### src/hdl/ctxb_pkg.sv
// Package for the CAN transmit-buffer configuration block.
// Assumes one 100 MHz clock and a 32-bit AHB-Lite register bus.
package ctxb_pkg;
  localparam logic [7:0] TXBC_OFFSET = 8'hc0;
  localparam logic [7:0] CANCEL_IE_OFFSET = 8'he4;
  localparam logic [7:0] EVF_CFG_OFFSET = 8'hf0;
  localparam logic [7:0] EVF_STATE_OFFSET = 8'hf4;
  localparam logic [7:0] EVF_ACK_OFFSET = 8'hf8;
  localparam logic [7:0] CTRL_OFFSET = 8'h18;
  localparam logic [7:0] LAYOUT_OFFSET = 8'h1c;

  localparam int MODE_POS = 30;
  localparam int SHARED_LSB = 24;
  localparam int DEDIC_LSB = 16;
  localparam int START_LSB = 2;
  localparam int START_W = 14;
  localparam int CNT_W = 6;
  localparam logic [5:0] CNT_MAX = 6'h20;
  localparam int CTRL_INIT_POS = 0;
  localparam int CTRL_CCE_POS = 1;

  localparam logic [31:0] TXBC_RESET = 32'h00000000;
  localparam logic [31:0] TXBC_MASK = 32'h7f3ffffc;
  localparam logic [31:0] EVF_CFG_MASK = 32'h3f3ffffc;
  localparam logic [31:0] EVF_ACK_MASK = 32'h0000001f;
  localparam logic [31:0] CTRL_RESET = 32'h00000001;

  localparam logic [1:0] HTRANS_NONSEQ = 2'h2;

  typedef struct packed {
    logic shared_tx_mode_select;
    logic [5:0] shared_tx_buffer_count;
    logic [5:0] dedicated_tx_buffer_count;
    logic [13:0] tx_region_start_addr;
  } ctxb_layout_t;
endpackage : ctxb_pkg

### src/hdl/ctxb_clamp.sv
// Clamps a six-bit buffer count to its usable range.
// Pure combinational; used twice by the register block.
module ctxb_clamp (
  input wire logic [5:0] raw,
  output logic [5:0] eff
);
  import ctxb_pkg::*;
  always_comb begin
    eff = (raw > CNT_MAX) ? CNT_MAX : raw;
  end
endmodule : ctxb_clamp

### src/hdl/ctxb_regs.sv
// Transmit-buffer configuration registers behind an AHB-Lite slave.
// Assumes one clock SYS_CLK, synchronous active-low RST_N, single word transfers.
//
// Register access over AHB-Lite was decided locally.
module ctxb_regs (
  input wire logic SYS_CLK,
  input wire logic RST_N,
  input wire logic HSEL,
  input wire logic [31:0] HADDR,
  input wire logic [1:0] HTRANS,
  input wire logic HWRITE,
  input wire logic [2:0] HSIZE,
  input wire logic [31:0] HWDATA,
  input wire logic HREADY,
  output logic [31:0] HRDATA,
  output logic HREADYOUT,
  output logic HRESP,
  input wire logic [31:0] EVENT_FIFO_STATE,
  output ctxb_pkg::ctxb_layout_t LAYOUT,
  output logic [5:0] DEDICATED_EFF,
  output logic [5:0] SHARED_EFF,
  output logic [13:0] SHARED_BASE_WORD,
  output logic CONFIG_OPEN
);
  import ctxb_pkg::*;

  typedef struct packed {
    logic wr_pend;
    logic [7:0] addr;
    logic [31:0] txbc;
    // Clamped counts and shared base sit in flops beside the raw fields,
    // so every layout output moves on the same edge as the register.
    logic [5:0] ded_eff;
    logic [5:0] shr_eff;
    logic [13:0] shr_base;
    logic [31:0] cancel_ie;
    logic [31:0] evf_cfg;
    logic [31:0] evf_ack;
    logic [31:0] ctrl;
    logic [31:0] rdata;
  } ctxb_state_t;

  ctxb_state_t state_reg;
  ctxb_state_t state_next;
  logic [5:0] ded_clamped;
  logic [5:0] shr_clamped;
  logic open_w;
  logic take;

  ctxb_clamp u_ded (
    .raw(HWDATA[DEDIC_LSB +: CNT_W]),
    .eff(ded_clamped)
  );
  ctxb_clamp u_shr (
    .raw(HWDATA[SHARED_LSB +: CNT_W]),
    .eff(shr_clamped)
  );

  // Only the lowest 256 bytes decode; above that reads give zero and writes drop
  function automatic logic in_window(input logic [31:0] a);
    return a[31:8] == 24'h000000;
  endfunction : in_window

  // Word-aligned offset; the byte lanes are ignored since only whole words move
  function automatic logic [7:0] word_offset(input logic [31:0] a);
    return {a[7:2], 2'h0};
  endfunction : word_offset

  assign take = HSEL && HREADY && (HTRANS == HTRANS_NONSEQ);
  assign open_w = state_reg.ctrl[CTRL_CCE_POS] && state_reg.ctrl[CTRL_INIT_POS];

  function automatic logic [31:0] read_mux(input ctxb_state_t s, input logic [7:0] a,
                                          input logic [31:0] evs, input logic [31:0] lay);
    case (a)
      TXBC_OFFSET: read_mux = s.txbc;
      CANCEL_IE_OFFSET: read_mux = s.cancel_ie;
      EVF_CFG_OFFSET: read_mux = s.evf_cfg;
      EVF_STATE_OFFSET: read_mux = evs;
      EVF_ACK_OFFSET: read_mux = s.evf_ack;
      CTRL_OFFSET: read_mux = s.ctrl;
      LAYOUT_OFFSET: read_mux = lay;
      default: read_mux = 32'h00000000;
    endcase
  endfunction : read_mux

  always_comb begin
    state_next = state_reg;
    if (state_reg.wr_pend) begin
      state_next.wr_pend = 1'b0;
      case (state_reg.addr)
        TXBC_OFFSET: begin
          if (open_w) begin
            state_next.txbc = HWDATA & TXBC_MASK;
            state_next.ded_eff = ded_clamped;
            state_next.shr_eff = shr_clamped;
            state_next.shr_base = HWDATA[START_LSB +: START_W] + {8'h00, ded_clamped};
          end
        end
        CANCEL_IE_OFFSET: state_next.cancel_ie = HWDATA;
        EVF_CFG_OFFSET: begin
          if (open_w) begin
            state_next.evf_cfg = HWDATA & EVF_CFG_MASK;
          end
        end
        EVF_ACK_OFFSET: state_next.evf_ack = HWDATA & EVF_ACK_MASK;
        CTRL_OFFSET: state_next.ctrl = {30'h0, HWDATA[1:0]};
        default: state_next.ctrl = state_reg.ctrl;
      endcase
    end
    if (take) begin
      state_next.addr = word_offset(HADDR);
      state_next.wr_pend = HWRITE && in_window(HADDR);
      // A write still in its data phase is forwarded, so a read right behind it sees the new value
      state_next.rdata = in_window(HADDR) ?
        read_mux(state_next, word_offset(HADDR), EVENT_FIFO_STATE, {26'h0, state_next.shr_eff}) :
        32'h00000000;
    end
  end

  always_ff @(posedge SYS_CLK) begin
    if (!RST_N) begin
      state_reg <= '0;
      state_reg.txbc <= TXBC_RESET;
      state_reg.ctrl <= CTRL_RESET;
    end else begin
      state_reg <= state_next;
    end
  end

  assign HRDATA = state_reg.rdata;
  assign HREADYOUT = 1'b1;
  assign HRESP = 1'b0;
  assign CONFIG_OPEN = open_w;
  assign LAYOUT.shared_tx_mode_select = state_reg.txbc[MODE_POS];
  assign LAYOUT.shared_tx_buffer_count = state_reg.txbc[SHARED_LSB +: CNT_W];
  assign LAYOUT.dedicated_tx_buffer_count = state_reg.txbc[DEDIC_LSB +: CNT_W];
  assign LAYOUT.tx_region_start_addr = state_reg.txbc[START_LSB +: START_W];
  assign SHARED_EFF = state_reg.shr_eff;
  assign DEDICATED_EFF = state_reg.ded_eff;
  assign SHARED_BASE_WORD = state_reg.shr_base;
endmodule : ctxb_regs

### config.mk
export PLATFORM = sky130hd
export DESIGN_NAME = ctxb_regs
export DESIGN_NICKNAME = d
export VERILOG_FILES = /design/src/hdl/ctxb_pkg.sv /design/src/hdl/ctxb_clamp.sv /design/src/hdl/ctxb_regs.sv
export SDC_FILE = /design/constraint.sdc
export NUM_CORES = 1
export LEC_CHECK = 0
export ABC_AREA = 1
export BUFFER_PORTS_ARGS = -buffer_cell sky130_fd_sc_hd__buf_2
export CAP_MARGIN = 30
export CORE_MARGIN = 2
export CORE_UTILIZATION = 50
export CTS_CLUSTER_DIAMETER = 200
export DETAILED_ROUTE_END_ITERATION = 6
export PLACE_DENSITY_LB_ADDON = 0.12
export SETUP_SLACK_MARGIN = 0.3
export SYNTH_ARGS = -nofsm -noshare
export SYNTH_HDL_FRONTEND = slang
export SYNTH_SLANG_ARGS = --single-unit
export TNS_END_PERCENT = 50
### constraint.sdc
create_clock -name SYS_CLK -period 6.4 [get_ports SYS_CLK]
set_input_delay 0.32 -clock SYS_CLK [delete_from_list [all_inputs] [get_ports SYS_CLK]]
set_output_delay 0.32 -clock SYS_CLK [all_outputs]
set_load 0.02 [all_outputs]
==> flow_summary.ini, run 1 <==
[worst_setup_path]
slowest_delay_ns = 0.69
critPathRequiredTime_ns = 6.76
critPathMaxFanout = 34
cp.buffers_inverters = 1
crit_path_end_kind = flip-flop
crit_arrival_ns = 2.98
crit_top_cell = nand2_1
path_class = flip-flop to flip-flop
crit_chain = inv_1 -> nor2_4 -> nand3_2 -> nand2_1 -> nand2_1 -> nand2_1 -> nand2_1 -> nor2_1 -> nand2_1 -> nand2_1 -> a21oi_1
cp_slowest_cell = nand3_2
startpoint_type = flip-flop
critPathTopFamily = simple AND/OR/NAND/NOR gates

[grt]
grt_pass1_vias = 9153
grt_use_total_pct = 25.4
use_met2_pct = 41.9
grt_start_max_net_pins = 117
grt-ovfl-total = 0
grtUsageMet3_pct = 3.97
grt_pass1_wl_um = 48300
antenna_found_initial = 0
globalRouteMet1Util_pct = 34.2
busiest_layer = met2

[sta]
relSlewSlack_pct = 30.1
rsz0062_at_grt = no
tns_ns = 0
fin_crit_sh_pct = 40.8
min_period_ns = 2.61
setup_viol = 0
fmax_mhz = 383
drv_slew = 0
worstMarginPinSlew_ns = 1.05
clock_skew_ns = 0.0147
hold_viol = 0

[routing]
drc_errors = 0
drt_pass1_iterations = 6
vias = 10200
drtIter0Drc = 750
wl_per_cell_um = 15.4
wl_um = 30400
detail-route-antenna-nets = 0
avgViaCountPerCell = 5.13

[yosys]
synth_edf_count = 0
synth_common_cells = 406 x nand2_1, 249 x nor2_1, 225 x dfxtp_1
syn_nets = 1746
synth_top_cell_by_area = dfxtp_1
yosysMostFrequentCell = nand2_1
synthArstFlopShare_pct = 0
ys_ff_latch = 225
synth_area_um2 = 11100
synth_flop_cell = dfxtp_1
synth_cell_types = 39
ys_seq_area_share_pct = 40.6
synth.area.top_cells = dfxtp_1 41%, nand2_1 14%, nor2_1 8.4%
synth_top_area_share_pct = 40.6
syn_inst = 1633
syn_avg_cell_area_um2 = 6.80
ys_warn_count = 0

[clock_tree]
post_cts_resized = 0
postCtsSetupRepairBufs = 0
root_buffer = clkbuf_16
htreeDepth = 1
numCtsBuffers = 25
clk_pin_slew_worst_paths_ns = 0.06
postCtsHoldBufs = 0
clock_sinks = 225
insertion_delay_ns = 0.53
cts_tree = built
cts_max_path_buffers = 3

[die]
core_um2 = 21800
row_count = 54
start_util_pct = 50.9
die_w_um = 153
fp.dieH_um = 153
ios = 194
dieArea_um2 = 23400

[power]
p_sw_w = 0.000681
p_leak_nw = 5.58
comb_power_share_pct = 4.5
p_clk_share_pct = 48.5
p_per_area_nw_per_um2 = 244
p_int_w = 0.00230
irDropWorstVdd_mv = 0.169
netSwitchingFraction_pct = 22.8
p_seq_share_pct = 47.0

[run]
max_cap_violations = 0

[min_path]
min_path_type = input pin to flip-flop

[placement]
routabilityCongestion = 0.866
hpwlAfterDp_um = 20300
place_area_um2 = 11400
portBuffers = 186

[cells_and_area]
area_growth_pct = 10.2
nets = 1795
antenna_cells = 0
final_area_um2 = 12200
layout-drive-gt1-share_pct = 16.6
largest_reg_flops = 140

[outcome]
status = finished clean
worst paths after layout:
| kind | from | end | slack (ns) | cells past startpoint |
|---|---|---|---|---|
| worst min register to register | state_reg[186]$_SDFF_PN0_ | state_reg[186]$_SDFF_PN0_ | 0.44 | 2 |
| worst max register to register | state_reg[226]$_SDFF_PN0_ | HRDATA[5]$_SDFFE_PN0P_ | 3.79 | 11 |
| worst min-delay path | HWDATA[23] | state_reg[151]$_SDFF_PN0_ | 0.07 | 3 |
| worst max-delay path | state_reg[226]$_SDFF_PN0_ | HRDATA[5]$_SDFFE_PN0P_ | 3.79 | 11 |
cell type report:
type,instances,area (um^2)
multi-input cells,1069,4900
repair buffers,195,1020
inverters,166,628
flip-flops and latches,225,4500
well taps,280,350
fillers,2205,9590
clock inverters,9,108
clock buffers,37,721
per-layer routing:
layer  wire length (um)  vias up
li1                   -     5159
met1              13600     4628
met2              13900      319
met3               1960       58
met4                896        0
met5                  0        -
metrics by stage:
stage / hold slack (ns) / power, W / std cells / utilization (%) / setup WS (ns)
after floorplan: 0.418 / 0.00150 / 1633 / - / 4.08
after detailed placement: 0.428 / 0.00157 / 1935 / 52.3 / 3.40
after CTS: 0.0667 / 0.00301 / 1981 / 56.1 / 3.76
final: 0.0713 / 0.00298 / 1981 / 56.1 / 3.79
after global routing: 0.0626 / 0.00309 / 1981 / 56.1 / 3.55
after global placement: 0.426 / 0.00157 / 1933 / 52.1 / 3.48
power by group through the flow:
| stage | combinational (W) | clock [W] | sequential [W] |
|---|---|---|---|
| CTS | 0.000134 | 0.00147 | 0.00140 |
| global route | 0.000147 | 0.00154 | 0.00140 |
| detailed placement | 0.000133 | 0 | 0.00143 |
| floorplan | 0.0000658 | 0 | 0.00143 |
| finish | 0.000135 | 0.00145 | 0.00140 |
| global placement | 0.000133 | 0 | 0.00143 |
cell families after synthesis:
logic type	share of synthesized area (%)
AO/OA/AOI/OAI	10.3
XOR/XNOR	0.316
adder cells (fa/ha/maj)	0.857
buffers and inverters	15.4
flip-flops	40.6
other	0.0677
AND/OR/NAND/NOR	32.5
worst min-delay path, cell delays in order:
cell	delay, ns
buf_2	0.08
o21ai_0	0.07
nor2_1	0.07
cells in the final DEF, fill, tap and decap left out, drive strengths merged:
cell	Yosys	routed
o21a	1	1
ha	6	6
and3	2	2
clkinv	1	4
nor4	1	1
clkbuf	35	37
nand4	7	7
a31oi	1	1
fa	1	1
o211ai	30	30
nand3b	2	2
nand3	167	167
nor2	261	261
o21ai	92	92
o211a	1	1
buf	138	195
o21bai	2	2
nand2	411	411
bufinv	0	2
dfxtp	225	225
conb	2	2
inv	165	168
a211oi	2	2
a21oi	66	66
clkinvlp	0	1
nor3	10	10
xor2	4	4
Note: power is estimated with default switching activity, not from simulation.
==> run 2, diff against run 1 <==
==> constraint.sdc (replaced) <==
create_clock -name SYS_CLK -period 2.2 [get_ports SYS_CLK]
set_input_delay 0.11 -clock SYS_CLK [delete_from_list [all_inputs] [get_ports SYS_CLK]]
set_output_delay 0.11 -clock SYS_CLK [all_outputs]
set_load 0.02 [all_outputs]
==> run 2 against run 1 <==
First-iteration DRC count is 0.13% lower. Count of clock-buffer cells in the layout is 1 lower. Sequential power grew to 2.9 times the previous value. Highest routed layer unchanged. Via count up 1.2%. Total power grew to 3.0 times the previous value. Sequential share of layout area fell by 2.4 points. Fmax rose by 48%. Register-to-register slack got worse by 3.4 ns. Critical path depth shrank 2. Clock skew fell by 0.0052 ns.
==> flow_summary.ini, run 2 (same netlist as run 1, synthesis figures left out) <==
[worst_setup_path]
critPathRequiredTime_ns = 2.65
crit_arrival_ns = 2.22
cp_slowest_cell = dfxtp_2
cp.buffers_inverters = 2
critPathTopFamily = compound AO/OA/AOI/OAI gates
startpoint_type = flip-flop
critPathMaxFanout = 27
cp_num_cells = 9
crit_chain = inv_1 -> nand2_1 -> nor2_4 -> nand2_2 -> buf_12 -> nand2_1 -> o211ai_1 -> o21ai_0 -> a21oi_1
r2r_cells = 9
crit_top_cell = nand2_1
slowest_delay_ns = 0.38
path_class = flip-flop to flip-flop
crit_path_end_kind = flip-flop

[routing]
detail-route-antenna-nets = 0
wl_per_cell_um = 15.3
drt_pass1_iterations = 5
vias = 10300
avgViaCountPerCell = 5.01
wl_um = 31400
drc_errors = 0
drtIter0Drc = 749

[sta]
tns_ns = 0
setup_viol = 0
worstMarginPinSlew_ns = 0.544
min_period_ns = 1.77
fin_hold_ws_ns = 0.0178
relSlewSlack_pct = 63.7
drv_slew = 0
fmax_mhz = 565
rsz0062_at_grt = yes
fin_crit_sh_pct = 80.4
hold_viol = 0
clock_skew_ns = 0.00955

[grt]
grt-ovfl-total = 0
grt_pass1_wl_um = 50100
grt_use_total_pct = 26.2
grt_start_max_net_pins = 63
antenna_found_initial = 0
grt_pass1_vias = 9573

[placement]
routabilityCongestion = 0.852
hpwlAfterDp_um = 20800
portBuffers = 186

[clock_tree]
cts_tree = built
clk_pin_slew_worst_paths_ns = 0.06
clock_sinks = 225
cts_max_path_buffers = 3
numCtsBuffers = 25
root_buffer = clkbuf_16
htreeDepth = 1
insertion_delay_ns = 0.51

[power]
irDropWorstVdd_mv = 0.508
p_leak_nw = 6.03
power_w = 0.00882
p_per_area_nw_per_um2 = 673

[cells_and_area]
largest_reg_flops = 140
area_growth_pct = 18.1
antenna_cells = 0
layout_common_cells = 405 x nand2_1, 246 x nor2_1, 219 x dfxtp_1
ff_latch_area_um2 = 4510
layout-drive-gt1-share_pct = 19.1
multi_input_area_um2 = 4940
fillers = 2119
nets = 1868
final_common_cell = nand2_1

[die]
die_w_um = 153
start_util_pct = 50.9
fp.dieH_um = 153
ios = 194
core_um2 = 21800
dieArea_um2 = 23400
row_count = 54

[run]
max_cap_violations = 0

[min_path]
min_path_type = input pin to flip-flop
min_path_cells = 4

[outcome]
status = finished clean
run 2: cell count changes in the layout (fill, tap and decap cells not counted), moves of 3 or more:
cell,before,now
buf_12,2,12
buf_4,7,31
clkbuf_1,7,3
clkbuf_8,5,8
dfxtp_1,225,219
dfxtp_2,0,5
dlygate4sd3_1,0,36
o21ai_0,51,48
run 2: path summary, 6_finish.rpt:
path | endpoint | from | slack [ns]
worst min-delay path | state_reg[144]$_SDFF_PN0_ | HWDATA[16] | 0.02
worst max register to register | HRDATA[22]$_SDFFE_PN0P_ | state_reg[220]$_SDFFE_PN0P_ | 0.43
worst max-delay path | HRDATA[22]$_SDFFE_PN0P_ | state_reg[220]$_SDFFE_PN0P_ | 0.43
worst min register to register | state_reg[208]$_SDFF_PN0_ | state_reg[208]$_SDFF_PN0_ | 0.44
run 2: power by group:
group	internal (W)	leakage, nW	switching [W]
clock network	0.00258	0.421	0.00169
logic	0.000186	3.79	0.000284
registers	0.00408	1.81	0.00000641
total	0.00684	6.03	0.00198
run 2: tightest hold or removal path: cells and delay by family:
family / cells / cell delay, ns
AND/OR/NAND/NOR: 1 / 0.08
buffers and inverters: 2 / 0.22
AO/OA/AOI/OAI: 1 / 0.09
run 2: metrics by stage:
step | cells | util [%] | area [um^2] | setup WS [ns]
after floorplan | 1633 | - | 11100 | 0.284
after global placement | 1962 | 53.8 | 11700 | 0.0435
after detailed placement | 1962 | 53.8 | 11700 | -0.0208
after CTS | 2043 | 59.3 | 12900 | 0.299
after global routing | 2053 | 60.1 | 13100 | 0.282
final | 2053 | 60.1 | 13100 | 0.432
run 2: layer usage:
metal	up-vias	track usage (%)	share of wire, %	routed length [um]
met2	304	45.0	48	15100
met5	-	0	0	0
li1	5297	-	-	-
met3	48	3.32	5.7	1790
met1	4637	34.5	44	13700
met4	0	8.11	2.8	872
run 2: timing repair:
action,in CTS,in global routing
cloned,0,2
setup buffers,0,8
setup endpoints to repair,8,33
endpoints found under the hold margin,70,0
pin swaps,1,5
resized for setup,2,21
hold buffers,36,0
run 2: final cells by class:
class | count | area share (%)
Timing Repair Buffer | 268 | 13.9
Inverter | 166 | 4.82
Multi-Input combinational cell | 1069 | 37.7
Clock buffer | 36 | 5.70
Clock inverter | 9 | 0.744
Tap cell | 280 | 2.67
Sequential cell | 225 | 34.4
